===== config.mk =====
export PLATFORM = sky130hd
export DESIGN_NAME = mrlat_mode_reg
export DESIGN_NICKNAME = d
export VERILOG_FILES = /design/src/mrlat_mode_reg.v
export VERILOG_INCLUDE_DIRS = /design/src /design/src/src
export SDC_FILE = /design/constraint.sdc
export NUM_CORES = 1
export LEC_CHECK = 0
export BUFFER_PORTS_ARGS = -buffer_cell sky130_fd_sc_hd__buf_4
export CAP_MARGIN = 40
export CORE_ASPECT_RATIO = 0.6
export CORE_UTILIZATION = 30
export CTS_CLUSTER_DIAMETER = 30
export DETAILED_ROUTE_END_ITERATION = 7
export GPL_TIMING_DRIVEN = 0
export SYNTH_ARGS = -nofsm -noshare
export SYNTH_HDL_FRONTEND = slang
export SYNTH_SLANG_ARGS = --single-unit

===== constraint.sdc =====
create_clock -name ref_clk -period 2.3 [get_ports ref_clk]
set_clock_uncertainty 0.2 [all_clocks]
set_input_delay 0.575 -clock ref_clk [delete_from_list [all_inputs] [get_ports ref_clk]]
set_output_delay 0.575 -clock ref_clk [all_outputs]
set_load 0.05 [all_outputs]

===== src/mrlat_defines.vh =====
// Constants for the burst and preamble mode register with latency lookup.
// Assumes inclusion by bare name from the design file under src/.
`ifndef MRLAT_DEFINES_VH
`define MRLAT_DEFINES_VH

// ----------------------------------------------------------------------
// Register address and reset value
// ----------------------------------------------------------------------
`define MRLAT_MR_ADDR 6'h01
`define MRLAT_MR_RESET 8'h04

// ----------------------------------------------------------------------
// Field positions
// ----------------------------------------------------------------------
`define MRLAT_BURST_LSB 0
`define MRLAT_BURST_MSB 1
`define MRLAT_WRPRE_BIT 2
`define MRLAT_RDPRE_BIT 3
`define MRLAT_WREC_LSB 4
`define MRLAT_WREC_MSB 6
`define MRLAT_POST_BIT 7

// ----------------------------------------------------------------------
// Burst length codes
// ----------------------------------------------------------------------
`define MRLAT_BURST_FIXED16 2'h0
`define MRLAT_BURST_FIXED32 2'h1
`define MRLAT_BURST_OTF 2'h2
`define MRLAT_BURST_RSVD 2'h3

// ----------------------------------------------------------------------
// Command codes on the sampled command bus
// ----------------------------------------------------------------------
`define MRLAT_CMD_NOP 3'h0
`define MRLAT_CMD_WRITE 3'h1
`define MRLAT_CMD_READ 3'h2
`define MRLAT_CMD_MRW 3'h3
`define MRLAT_CMD_MRR 3'h4

// ----------------------------------------------------------------------
// Timing counts in link clock cycles or half cycles, and register read data
// ----------------------------------------------------------------------
`define MRLAT_BURST32_EXTRA 6'h08
`define MRLAT_WR_PRE_CYCLES 2'h2
`define MRLAT_POST_SHORT_HALF 2'h1
`define MRLAT_POST_LONG_HALF 2'h3
`define MRLAT_MRR_DATA 8'h00

`endif


===== src/mrlat_mode_reg.v =====
// Burst and preamble mode register with two set points, latency lookup
// per clock band and auto-precharge start timers.
// Assumes the command bus is stable around each rising edge of ck_in and
// that the set point, inversion and band selects are local, same clock.
//
// Overview of operation
// - The burst length field picks fixed 16, fixed 32 or per-command 16/32, code 11 reserved.
// - The read preamble bit picks a static strobe preamble at 0 and a toggling one at 1.
// - The write-recovery code maps to 6,10,16,20,24,30,34,40 cycles before write precharge.
// - The postamble bit picks 0.5 clock periods at 0 and 1.5 periods at 1.
// - The register exists twice and register writes reach the copy picked by write select.
// - Only the copy picked by operate select steers behaviour.
// - Read latency uses the no-inversion column at 0 and the inversion column at 1.
// - Write latency uses set A at 0 and set B at 1.
// - Read-to-precharge per band is 8,8,8,8,10,12,14,16 cycles before read precharge.
// - A 32-beat read adds 8 cycles to the read-to-precharge count.
// - Read and write latencies per band follow the four fixed tables.
// - A register read returns undefined data while strobes still toggle.
`include "mrlat_defines.vh"

module mrlat_mode_reg #(
  parameter SYNC_STAGES = 2
) (
  // Clock and reset
  input wire ref_clk,
  input wire sys_rst,
  // Link pins from the controller
  input wire ck_in,
  input wire [2:0] cmd_in,
  input wire [5:0] mr_addr_in,
  input wire [7:0] op_in,
  input wire burst_otf_in,
  input wire auto_precharge_in,
  // Selects from neighbouring mode registers
  input wire set_point_write_select,
  input wire set_point_operate_select,
  input wire data_bus_inversion,
  input wire write_latency_set_select,
  input wire [2:0] clock_band,
  // Active field values
  output reg [1:0] burst_length_mode,
  output reg wr_preamble_valid,
  output reg [1:0] wr_preamble_cycles,
  output reg read_preamble_toggle,
  output reg [5:0] write_recovery_cycles,
  output reg [1:0] read_postamble_half,
  // Latency lookup
  output reg [5:0] read_latency,
  output reg [5:0] write_latency,
  output reg [5:0] read_to_precharge_cycles,
  // Command effects
  output reg burst_is_32,
  output reg wr_precharge_start,
  output reg rd_precharge_start,
  output reg mrr_strobe,
  output reg [7:0] mrr_data,
  output reg mrw_reserved
);

  // ----------------------------------------------------------------------
  // Lookup functions
  // ----------------------------------------------------------------------

  // Write-recovery code to cycle count
  function [5:0] wrec_cycles;
    input [2:0] code;
    begin
      case (code)
        3'h0: wrec_cycles = 6'h06;
        3'h1: wrec_cycles = 6'h0a;
        3'h2: wrec_cycles = 6'h10;
        3'h3: wrec_cycles = 6'h14;
        3'h4: wrec_cycles = 6'h18;
        3'h5: wrec_cycles = 6'h1e;
        3'h6: wrec_cycles = 6'h22;
        default: wrec_cycles = 6'h28;
      endcase
    end
  endfunction

  // Read latency per band, with or without inversion
  function [5:0] rdlat_lookup;
    input [2:0] band;
    input inv;
    begin
      case (band)
        3'h0: rdlat_lookup = 6'h06;
        3'h1: rdlat_lookup = inv ? 6'h0c : 6'h0a;
        3'h2: rdlat_lookup = inv ? 6'h10 : 6'h0e;
        3'h3: rdlat_lookup = inv ? 6'h16 : 6'h14;
        3'h4: rdlat_lookup = inv ? 6'h1c : 6'h18;
        3'h5: rdlat_lookup = inv ? 6'h20 : 6'h1c;
        3'h6: rdlat_lookup = inv ? 6'h24 : 6'h20;
        default: rdlat_lookup = inv ? 6'h28 : 6'h24;
      endcase
    end
  endfunction

  // Write latency per band, set A or set B
  function [5:0] wrlat_lookup;
    input [2:0] band;
    input set_b;
    begin
      case (band)
        3'h0: wrlat_lookup = 6'h04;
        3'h1: wrlat_lookup = set_b ? 6'h08 : 6'h06;
        3'h2: wrlat_lookup = set_b ? 6'h0c : 6'h08;
        3'h3: wrlat_lookup = set_b ? 6'h12 : 6'h0a;
        3'h4: wrlat_lookup = set_b ? 6'h16 : 6'h0c;
        3'h5: wrlat_lookup = set_b ? 6'h1a : 6'h0e;
        3'h6: wrlat_lookup = set_b ? 6'h1e : 6'h10;
        default: wrlat_lookup = set_b ? 6'h22 : 6'h12;
      endcase
    end
  endfunction

  // Read-to-precharge per band for 16-beat bursts
  function [5:0] rtp_lookup;
    input [2:0] band;
    begin
      case (band)
        3'h4: rtp_lookup = 6'h0a;
        3'h5: rtp_lookup = 6'h0c;
        3'h6: rtp_lookup = 6'h0e;
        3'h7: rtp_lookup = 6'h10;
        default: rtp_lookup = 6'h08;
      endcase
    end
  endfunction

  // Burst length of one command from mode and command operand
  function is_burst32;
    input [1:0] mode;
    input otf;
    begin
      case (mode)
        `MRLAT_BURST_FIXED32: is_burst32 = 1'b1;
        `MRLAT_BURST_OTF: is_burst32 = otf;
        default: is_burst32 = 1'b0;
      endcase
    end
  endfunction

  // ----------------------------------------------------------------------
  // Pin synchronisers
  // ----------------------------------------------------------------------
  localparam PIN_W = 20;
  wire [PIN_W-1:0] pin_raw;
  reg [PIN_W-1:0] pin_meta_reg;
  reg [PIN_W-1:0] pin_sync_reg;
  reg ck_last_reg;
  wire ck_rise;

  assign pin_raw = {ck_in, cmd_in, mr_addr_in, op_in, burst_otf_in, auto_precharge_in};

  // Two flip-flops on every pin before use
  always @(posedge ref_clk) begin
    if (sys_rst) begin
      pin_meta_reg <= {PIN_W{1'b0}};
      pin_sync_reg <= {PIN_W{1'b0}};
      ck_last_reg <= 1'b0;
    end else begin
      pin_meta_reg <= pin_raw;
      pin_sync_reg <= pin_meta_reg;
      ck_last_reg <= pin_sync_reg[19];
    end
  end

  // Rising link clock edge and the command it carries
  assign ck_rise = pin_sync_reg[19] & ~ck_last_reg;
  wire [2:0] s_cmd = pin_sync_reg[18:16];
  wire [5:0] s_addr = pin_sync_reg[15:10];
  wire [7:0] s_op = pin_sync_reg[9:2];
  wire s_otf = pin_sync_reg[1];
  wire s_autopre = pin_sync_reg[0];

  wire take_mrw = ck_rise & (s_cmd == `MRLAT_CMD_MRW) & (s_addr == `MRLAT_MR_ADDR);
  wire take_mrr = ck_rise & (s_cmd == `MRLAT_CMD_MRR) & (s_addr == `MRLAT_MR_ADDR);
  wire take_wr = ck_rise & (s_cmd == `MRLAT_CMD_WRITE);
  wire take_rd = ck_rise & (s_cmd == `MRLAT_CMD_READ);

  // ----------------------------------------------------------------------
  // Set point storage
  // ----------------------------------------------------------------------
  reg [7:0] sp0_reg;
  reg [7:0] sp1_reg;
  wire [7:0] active_val;

  // Write only the copy chosen by write select, hold otherwise
  always @(posedge ref_clk) begin
    if (sys_rst) begin
      sp0_reg <= `MRLAT_MR_RESET;
      sp1_reg <= `MRLAT_MR_RESET;
    end else if (take_mrw) begin
      if (set_point_write_select) begin
        sp1_reg <= s_op;
      end else begin
        sp0_reg <= s_op;
      end
    end
  end

  // Operate select alone steers the block
  assign active_val = set_point_operate_select ? sp1_reg : sp0_reg;

  wire [1:0] act_burst = active_val[`MRLAT_BURST_MSB:`MRLAT_BURST_LSB];
  wire [2:0] act_wrec = active_val[`MRLAT_WREC_MSB:`MRLAT_WREC_LSB];
  wire [5:0] wrec_now = wrec_cycles(act_wrec);
  wire [5:0] rtp_now = rtp_lookup(clock_band);

  // ----------------------------------------------------------------------
  // Auto-precharge timers, counted in link clock cycles
  // ----------------------------------------------------------------------
  reg [5:0] wr_cnt_reg;
  reg [5:0] wr_cnt_next;
  reg [5:0] rd_cnt_reg;
  reg [5:0] rd_cnt_next;
  reg wr_fire;
  reg rd_fire;
  wire cmd_burst32 = is_burst32(act_burst, s_otf);

  // Load on a command with auto-precharge, count down per link edge
  always @* begin
    wr_cnt_next = wr_cnt_reg;
    rd_cnt_next = rd_cnt_reg;
    wr_fire = 1'b0;
    rd_fire = 1'b0;
    if (ck_rise && wr_cnt_reg != 6'h00) begin
      wr_cnt_next = wr_cnt_reg - 6'h01;
      wr_fire = (wr_cnt_reg == 6'h01);
    end
    if (ck_rise && rd_cnt_reg != 6'h00) begin
      rd_cnt_next = rd_cnt_reg - 6'h01;
      rd_fire = (rd_cnt_reg == 6'h01);
    end
    if (take_wr && s_autopre) begin
      wr_cnt_next = wrec_now;
    end
    if (take_rd && s_autopre) begin
      rd_cnt_next = cmd_burst32 ? rtp_now + `MRLAT_BURST32_EXTRA : rtp_now;
    end
  end

  // Timer state
  always @(posedge ref_clk) begin
    if (sys_rst) begin
      wr_cnt_reg <= 6'h00;
      rd_cnt_reg <= 6'h00;
    end else begin
      wr_cnt_reg <= wr_cnt_next;
      rd_cnt_reg <= rd_cnt_next;
    end
  end

  // ----------------------------------------------------------------------
  // Registered outputs
  // ----------------------------------------------------------------------

  // Active fields and latency lookup
  always @(posedge ref_clk) begin
    if (sys_rst) begin
      burst_length_mode <= `MRLAT_BURST_FIXED16;
      wr_preamble_valid <= 1'b1;
      wr_preamble_cycles <= `MRLAT_WR_PRE_CYCLES;
      read_preamble_toggle <= 1'b0;
      write_recovery_cycles <= 6'h06;
      read_postamble_half <= `MRLAT_POST_SHORT_HALF;
      read_latency <= 6'h06;
      write_latency <= 6'h04;
      read_to_precharge_cycles <= 6'h08;
    end else begin
      burst_length_mode <= act_burst;
      wr_preamble_valid <= active_val[`MRLAT_WRPRE_BIT];
      wr_preamble_cycles <= `MRLAT_WR_PRE_CYCLES;
      read_preamble_toggle <= active_val[`MRLAT_RDPRE_BIT];
      write_recovery_cycles <= wrec_now;
      read_postamble_half <= active_val[`MRLAT_POST_BIT] ?
        `MRLAT_POST_LONG_HALF : `MRLAT_POST_SHORT_HALF;
      read_latency <= rdlat_lookup(clock_band, data_bus_inversion);
      write_latency <= wrlat_lookup(clock_band, write_latency_set_select);
      read_to_precharge_cycles <= rtp_now;
    end
  end

  // Command effects: burst size, precharge pulses, register read
  always @(posedge ref_clk) begin
    if (sys_rst) begin
      burst_is_32 <= 1'b0;
      wr_precharge_start <= 1'b0;
      rd_precharge_start <= 1'b0;
      mrr_strobe <= 1'b0;
      mrr_data <= `MRLAT_MRR_DATA;
      mrw_reserved <= 1'b0;
    end else begin
      if (take_wr || take_rd) begin
        burst_is_32 <= cmd_burst32;
      end
      wr_precharge_start <= wr_fire;
      rd_precharge_start <= rd_fire;
      mrr_strobe <= take_mrr;
      mrr_data <= `MRLAT_MRR_DATA;
      mrw_reserved <= take_mrw &
        ((s_op[`MRLAT_BURST_MSB:`MRLAT_BURST_LSB] == `MRLAT_BURST_RSVD) |
         ~s_op[`MRLAT_WRPRE_BIT]);
    end
  end

endmodule // mrlat_mode_reg

==> out/metrics.cfg <==
[run]
maxCapViolations=0

[cells_and_area]
num_antenna_cells=0
final_area_mm2=0.00484
area_delta_synth_final_pct=24.9
layout.cells.non_filler=650
seqCellArea_mm2=0.00196
fillers=1246
final_net_count=516
final_layout_size_suffix_gt1_share_pct=21.2
multiInputGateArea_mm2=0.00170

[clock_network]
h-tree-depth=3
clock_sinks=98
cts_tree=done
cts_buffers=9
postCtsSetupBuffers=0
cts_hold_buf=0
ctsRootBufferMaster=clkbuf_16
clk_pin_slew_ns=0.07
cts_buffer_depth=2
clk_latency_ns=0.34

[setup_path]
worstPathRequired_ns=2.33
crit_top_cell=mux2i_1
cp.arrival_ns=2.11
crit_path_max_fanout=10
r2r-start=pin_sync_reg[19]$_SDFF_PP0_
startpoint=set_point_operate_select
worst_path_max_delay_cell=ha_1
cp-end-kind=register
cp_cell_sequence=buf_4 -> buf_6 -> mux2i_1 -> inv_1 -> ha_1 -> nor2_1 -> mux2i_1 -> o22ai_1
cpPeakStageDelay_ns=0.31
crit_type=input port to register
endpoint=rd_cnt_reg[4]$_SDFFE_PP0P_
cp-start-kind=input port
reg2reg_depth=5
timing.rr.end=sp1_reg[6]$_SDFFE_PP0P_
r2r_slack_ns=0.31

[global_route]
grt_first_pass_wirelength_um=13400
grt_usage_pct=12.9
antenna_found_initial=0
grt_pass1_vias=2743
grt_max_degree=17
grt.overflow.total=0

[pwr]
swShare_pct=24.3
switchingPower_mw=0.874
vdd_ir_drop_max_mv=0.349
pwr-share-clk_pct=41.4
powerDensity_mw_per_mm2=742
p_int_mw=2.72
leakagePower_nw=1.98
pwr-share-comb_pct=9.6
power_frac_seq_pct=49.0

[sta]
finalMaxSlewViolations=0
min_period_ns=2.08
finalSetupViolations=0
max_freq_mhz=481
relSlewSlack_pct=52.8
finalCritPeriodShare_pct=90.5
rsz0062_at_grt=false
final-hold-violation-count=0
max_slew.worst_pin.slew_ns=0.688

[drt]
viasPerCell=4.50
drc=0
first_pass_iters=5
drt-met1-wl_um=4110
wl_met2_um=3540
postRouteAntennaNets=0
vias=2927
top_layer=met4
dr_wl_met3_um=488
dr.first_iter.drc_count=114
routedWlPerCell_um=12.6
routed_wl_um=8220

[synthesis]
ys_seq_area_share_pct=50.6
syn_inst=401
syn_area_mm2=0.00388
synth_edf_count=0
synth-main-ff-cell=dfxtp_1
yosys_warnings=0
synth.distinct_cells=55
synth_seq_cells=98
synth_area_per_cell_um2=9.67
ys_async_sr_fraction_pct=0

[placed_design]
dp.cells=634
place_congestion=0.801
hpwl_um=6200
place_area_mm2=0.00454
port_buffers=54

[floorplanning]
core_area_mm2=0.0123
initial_core_util_pct=31.4
rows=31
ios=74
die_h_um=90.1
die_x_um=149
die-area_mm2=0.0134

[outcome]
status=complete, no violations

[min_path]
min_path_type=register to register

==> power groups by stage <==
| stage | clock network [mW] | logic [mW] | registers, mW |
|---|---|---|---|
| 2_1_floorplan | 0 | 0.198 | 1.85 |
| 3_3_place_gp | 0 | 0.340 | 1.80 |
| 3_5_place_dp | 0 | 0.344 | 1.80 |
| 4_1_cts | 1.54 | 0.345 | 1.76 |
| 5_1_grt | 1.62 | 0.370 | 1.77 |
| 6_report | 1.49 | 0.344 | 1.76 |
==> metal layers <==
layer,vias up,global-route usage [%]
met2,90,19.4
li1,1487,-
met1,1339,17.1
met3,11,4.72
met4,0,4.25
met5,-,0
==> stage by stage <==
step / setup TNS, ns / util, % / total power [mW] / hold slack [ns] / setup slack, ns
after floorplan: 0 / - / 2.05 / 0.214 / 0.219
after global placement: -0.292 / 36.8 / 2.14 / 0.220 / -0.152
after detailed placement: -0.294 / 36.8 / 2.14 / 0.222 / -0.123
after CTS: 0 / 39.2 / 3.65 / 0.231 / 0.211
final: 0 / 39.3 / 3.60 / 0.232 / 0.219
after global routing: 0 / 39.3 / 3.75 / 0.234 / 0.0337
==> cell usage after synthesis (4+ instances only) <==
cell type / number / area [µm²]
a211oi_1: 11 / 82.6
a21oi_1: 26 / 130
buf_4: 18 / 135
clkbuf_1: 16 / 60.1
dfxtp_1: 98 / 1960
ha_1: 7 / 87.6
inv_1: 11 / 41.3
mux2i_1: 13 / 130
nand2_1: 9 / 33.8
nand2b_1: 4 / 25.0
nand3_1: 20 / 100
nor2_1: 23 / 86.3
nor2b_1: 49 / 307
nor3_1: 10 / 50.1
o21ai_0: 19 / 95.1
or3_1: 4 / 25.0
xnor2_1: 9 / 78.8
==> worst max-delay path, delay by kind of cell <==
kind | cells | cell delay, ns
compound gates | 1 | 0.08
fa+ha+maj | 1 | 0.31
buf+inv | 3 | 0.34
mux | 2 | 0.54
simple gates | 1 | 0.25
==> kinds of logic after synthesis <==
kind of cell,synth area share (%)
AO/OA/AOI/OAI,11.3
XOR/XNOR,2.48
adder cells (fa/ha/maj),2.55
buffers and inverters,7.10
flip-flops,50.6
multiplexers,4.32
other,0.194
AND/OR/NAND/NOR,21.5
==> what timing repair did <==
item,4_1_cts,5_1_grt
gates resized for setup,0,1
endpoints found under the setup margin,0,2
endpoints found under the hold margin,0,0
==> area by class of cell <==
class,count,area share [%]
Clock inverter,5,1.29
Clock buffer,11,4.80
Sequential cell,98,40.5
Inverter,11,0.852
Timing Repair Buffer,54,8.37
Multi-Input combinational cell,267,35.1
Buffer,39,4.83
Tap cell,165,4.26
==> worst min path at each step <==
stage / startpoint / to / slack [ns] / depth (start not counted)
floorplan: pin_meta_reg[0]$_SDFF_PP0_ / pin_sync_reg[0]$_SDFF_PP0_ / 0.21 / 1
global placement: pin_meta_reg[15]$_SDFF_PP0_ / pin_sync_reg[15]$_SDFF_PP0_ / 0.22 / 1
detailed placement: pin_meta_reg[2]$_SDFF_PP0_ / pin_sync_reg[2]$_SDFF_PP0_ / 0.22 / 1
CTS: op_in[1] / pin_meta_reg[3]$_SDFF_PP0_ / 0.23 / 2
global route: auto_precharge_in / pin_meta_reg[0]$_SDFF_PP0_ / 0.23 / 2
finish: pin_meta_reg[15]$_SDFF_PP0_ / pin_sync_reg[15]$_SDFF_PP0_ / 0.23 / 1
==> placed cells by master (no fill, tap or decap), types with 7 or more instances in the layout <==
| master | n |
|---|---|
| inv_1 | 11 |
| nand3_1 | 20 |
| nor2_1 | 23 |
| buf_4 | 72 |
| clkbuf_1 | 18 |
| nand2_1 | 9 |
| a211oi_1 | 11 |
| clkbuf_16 | 9 |
| ha_1 | 7 |
| nor3_1 | 10 |
| dfxtp_1 | 98 |
| conb_1 | 16 |
| mux2i_1 | 13 |
| nor2b_1 | 49 |
| o21ai_0 | 19 |
| xnor2_1 | 9 |
| a21oi_1 | 26 |
Note: power is estimated with default switching activity, not from simulation.
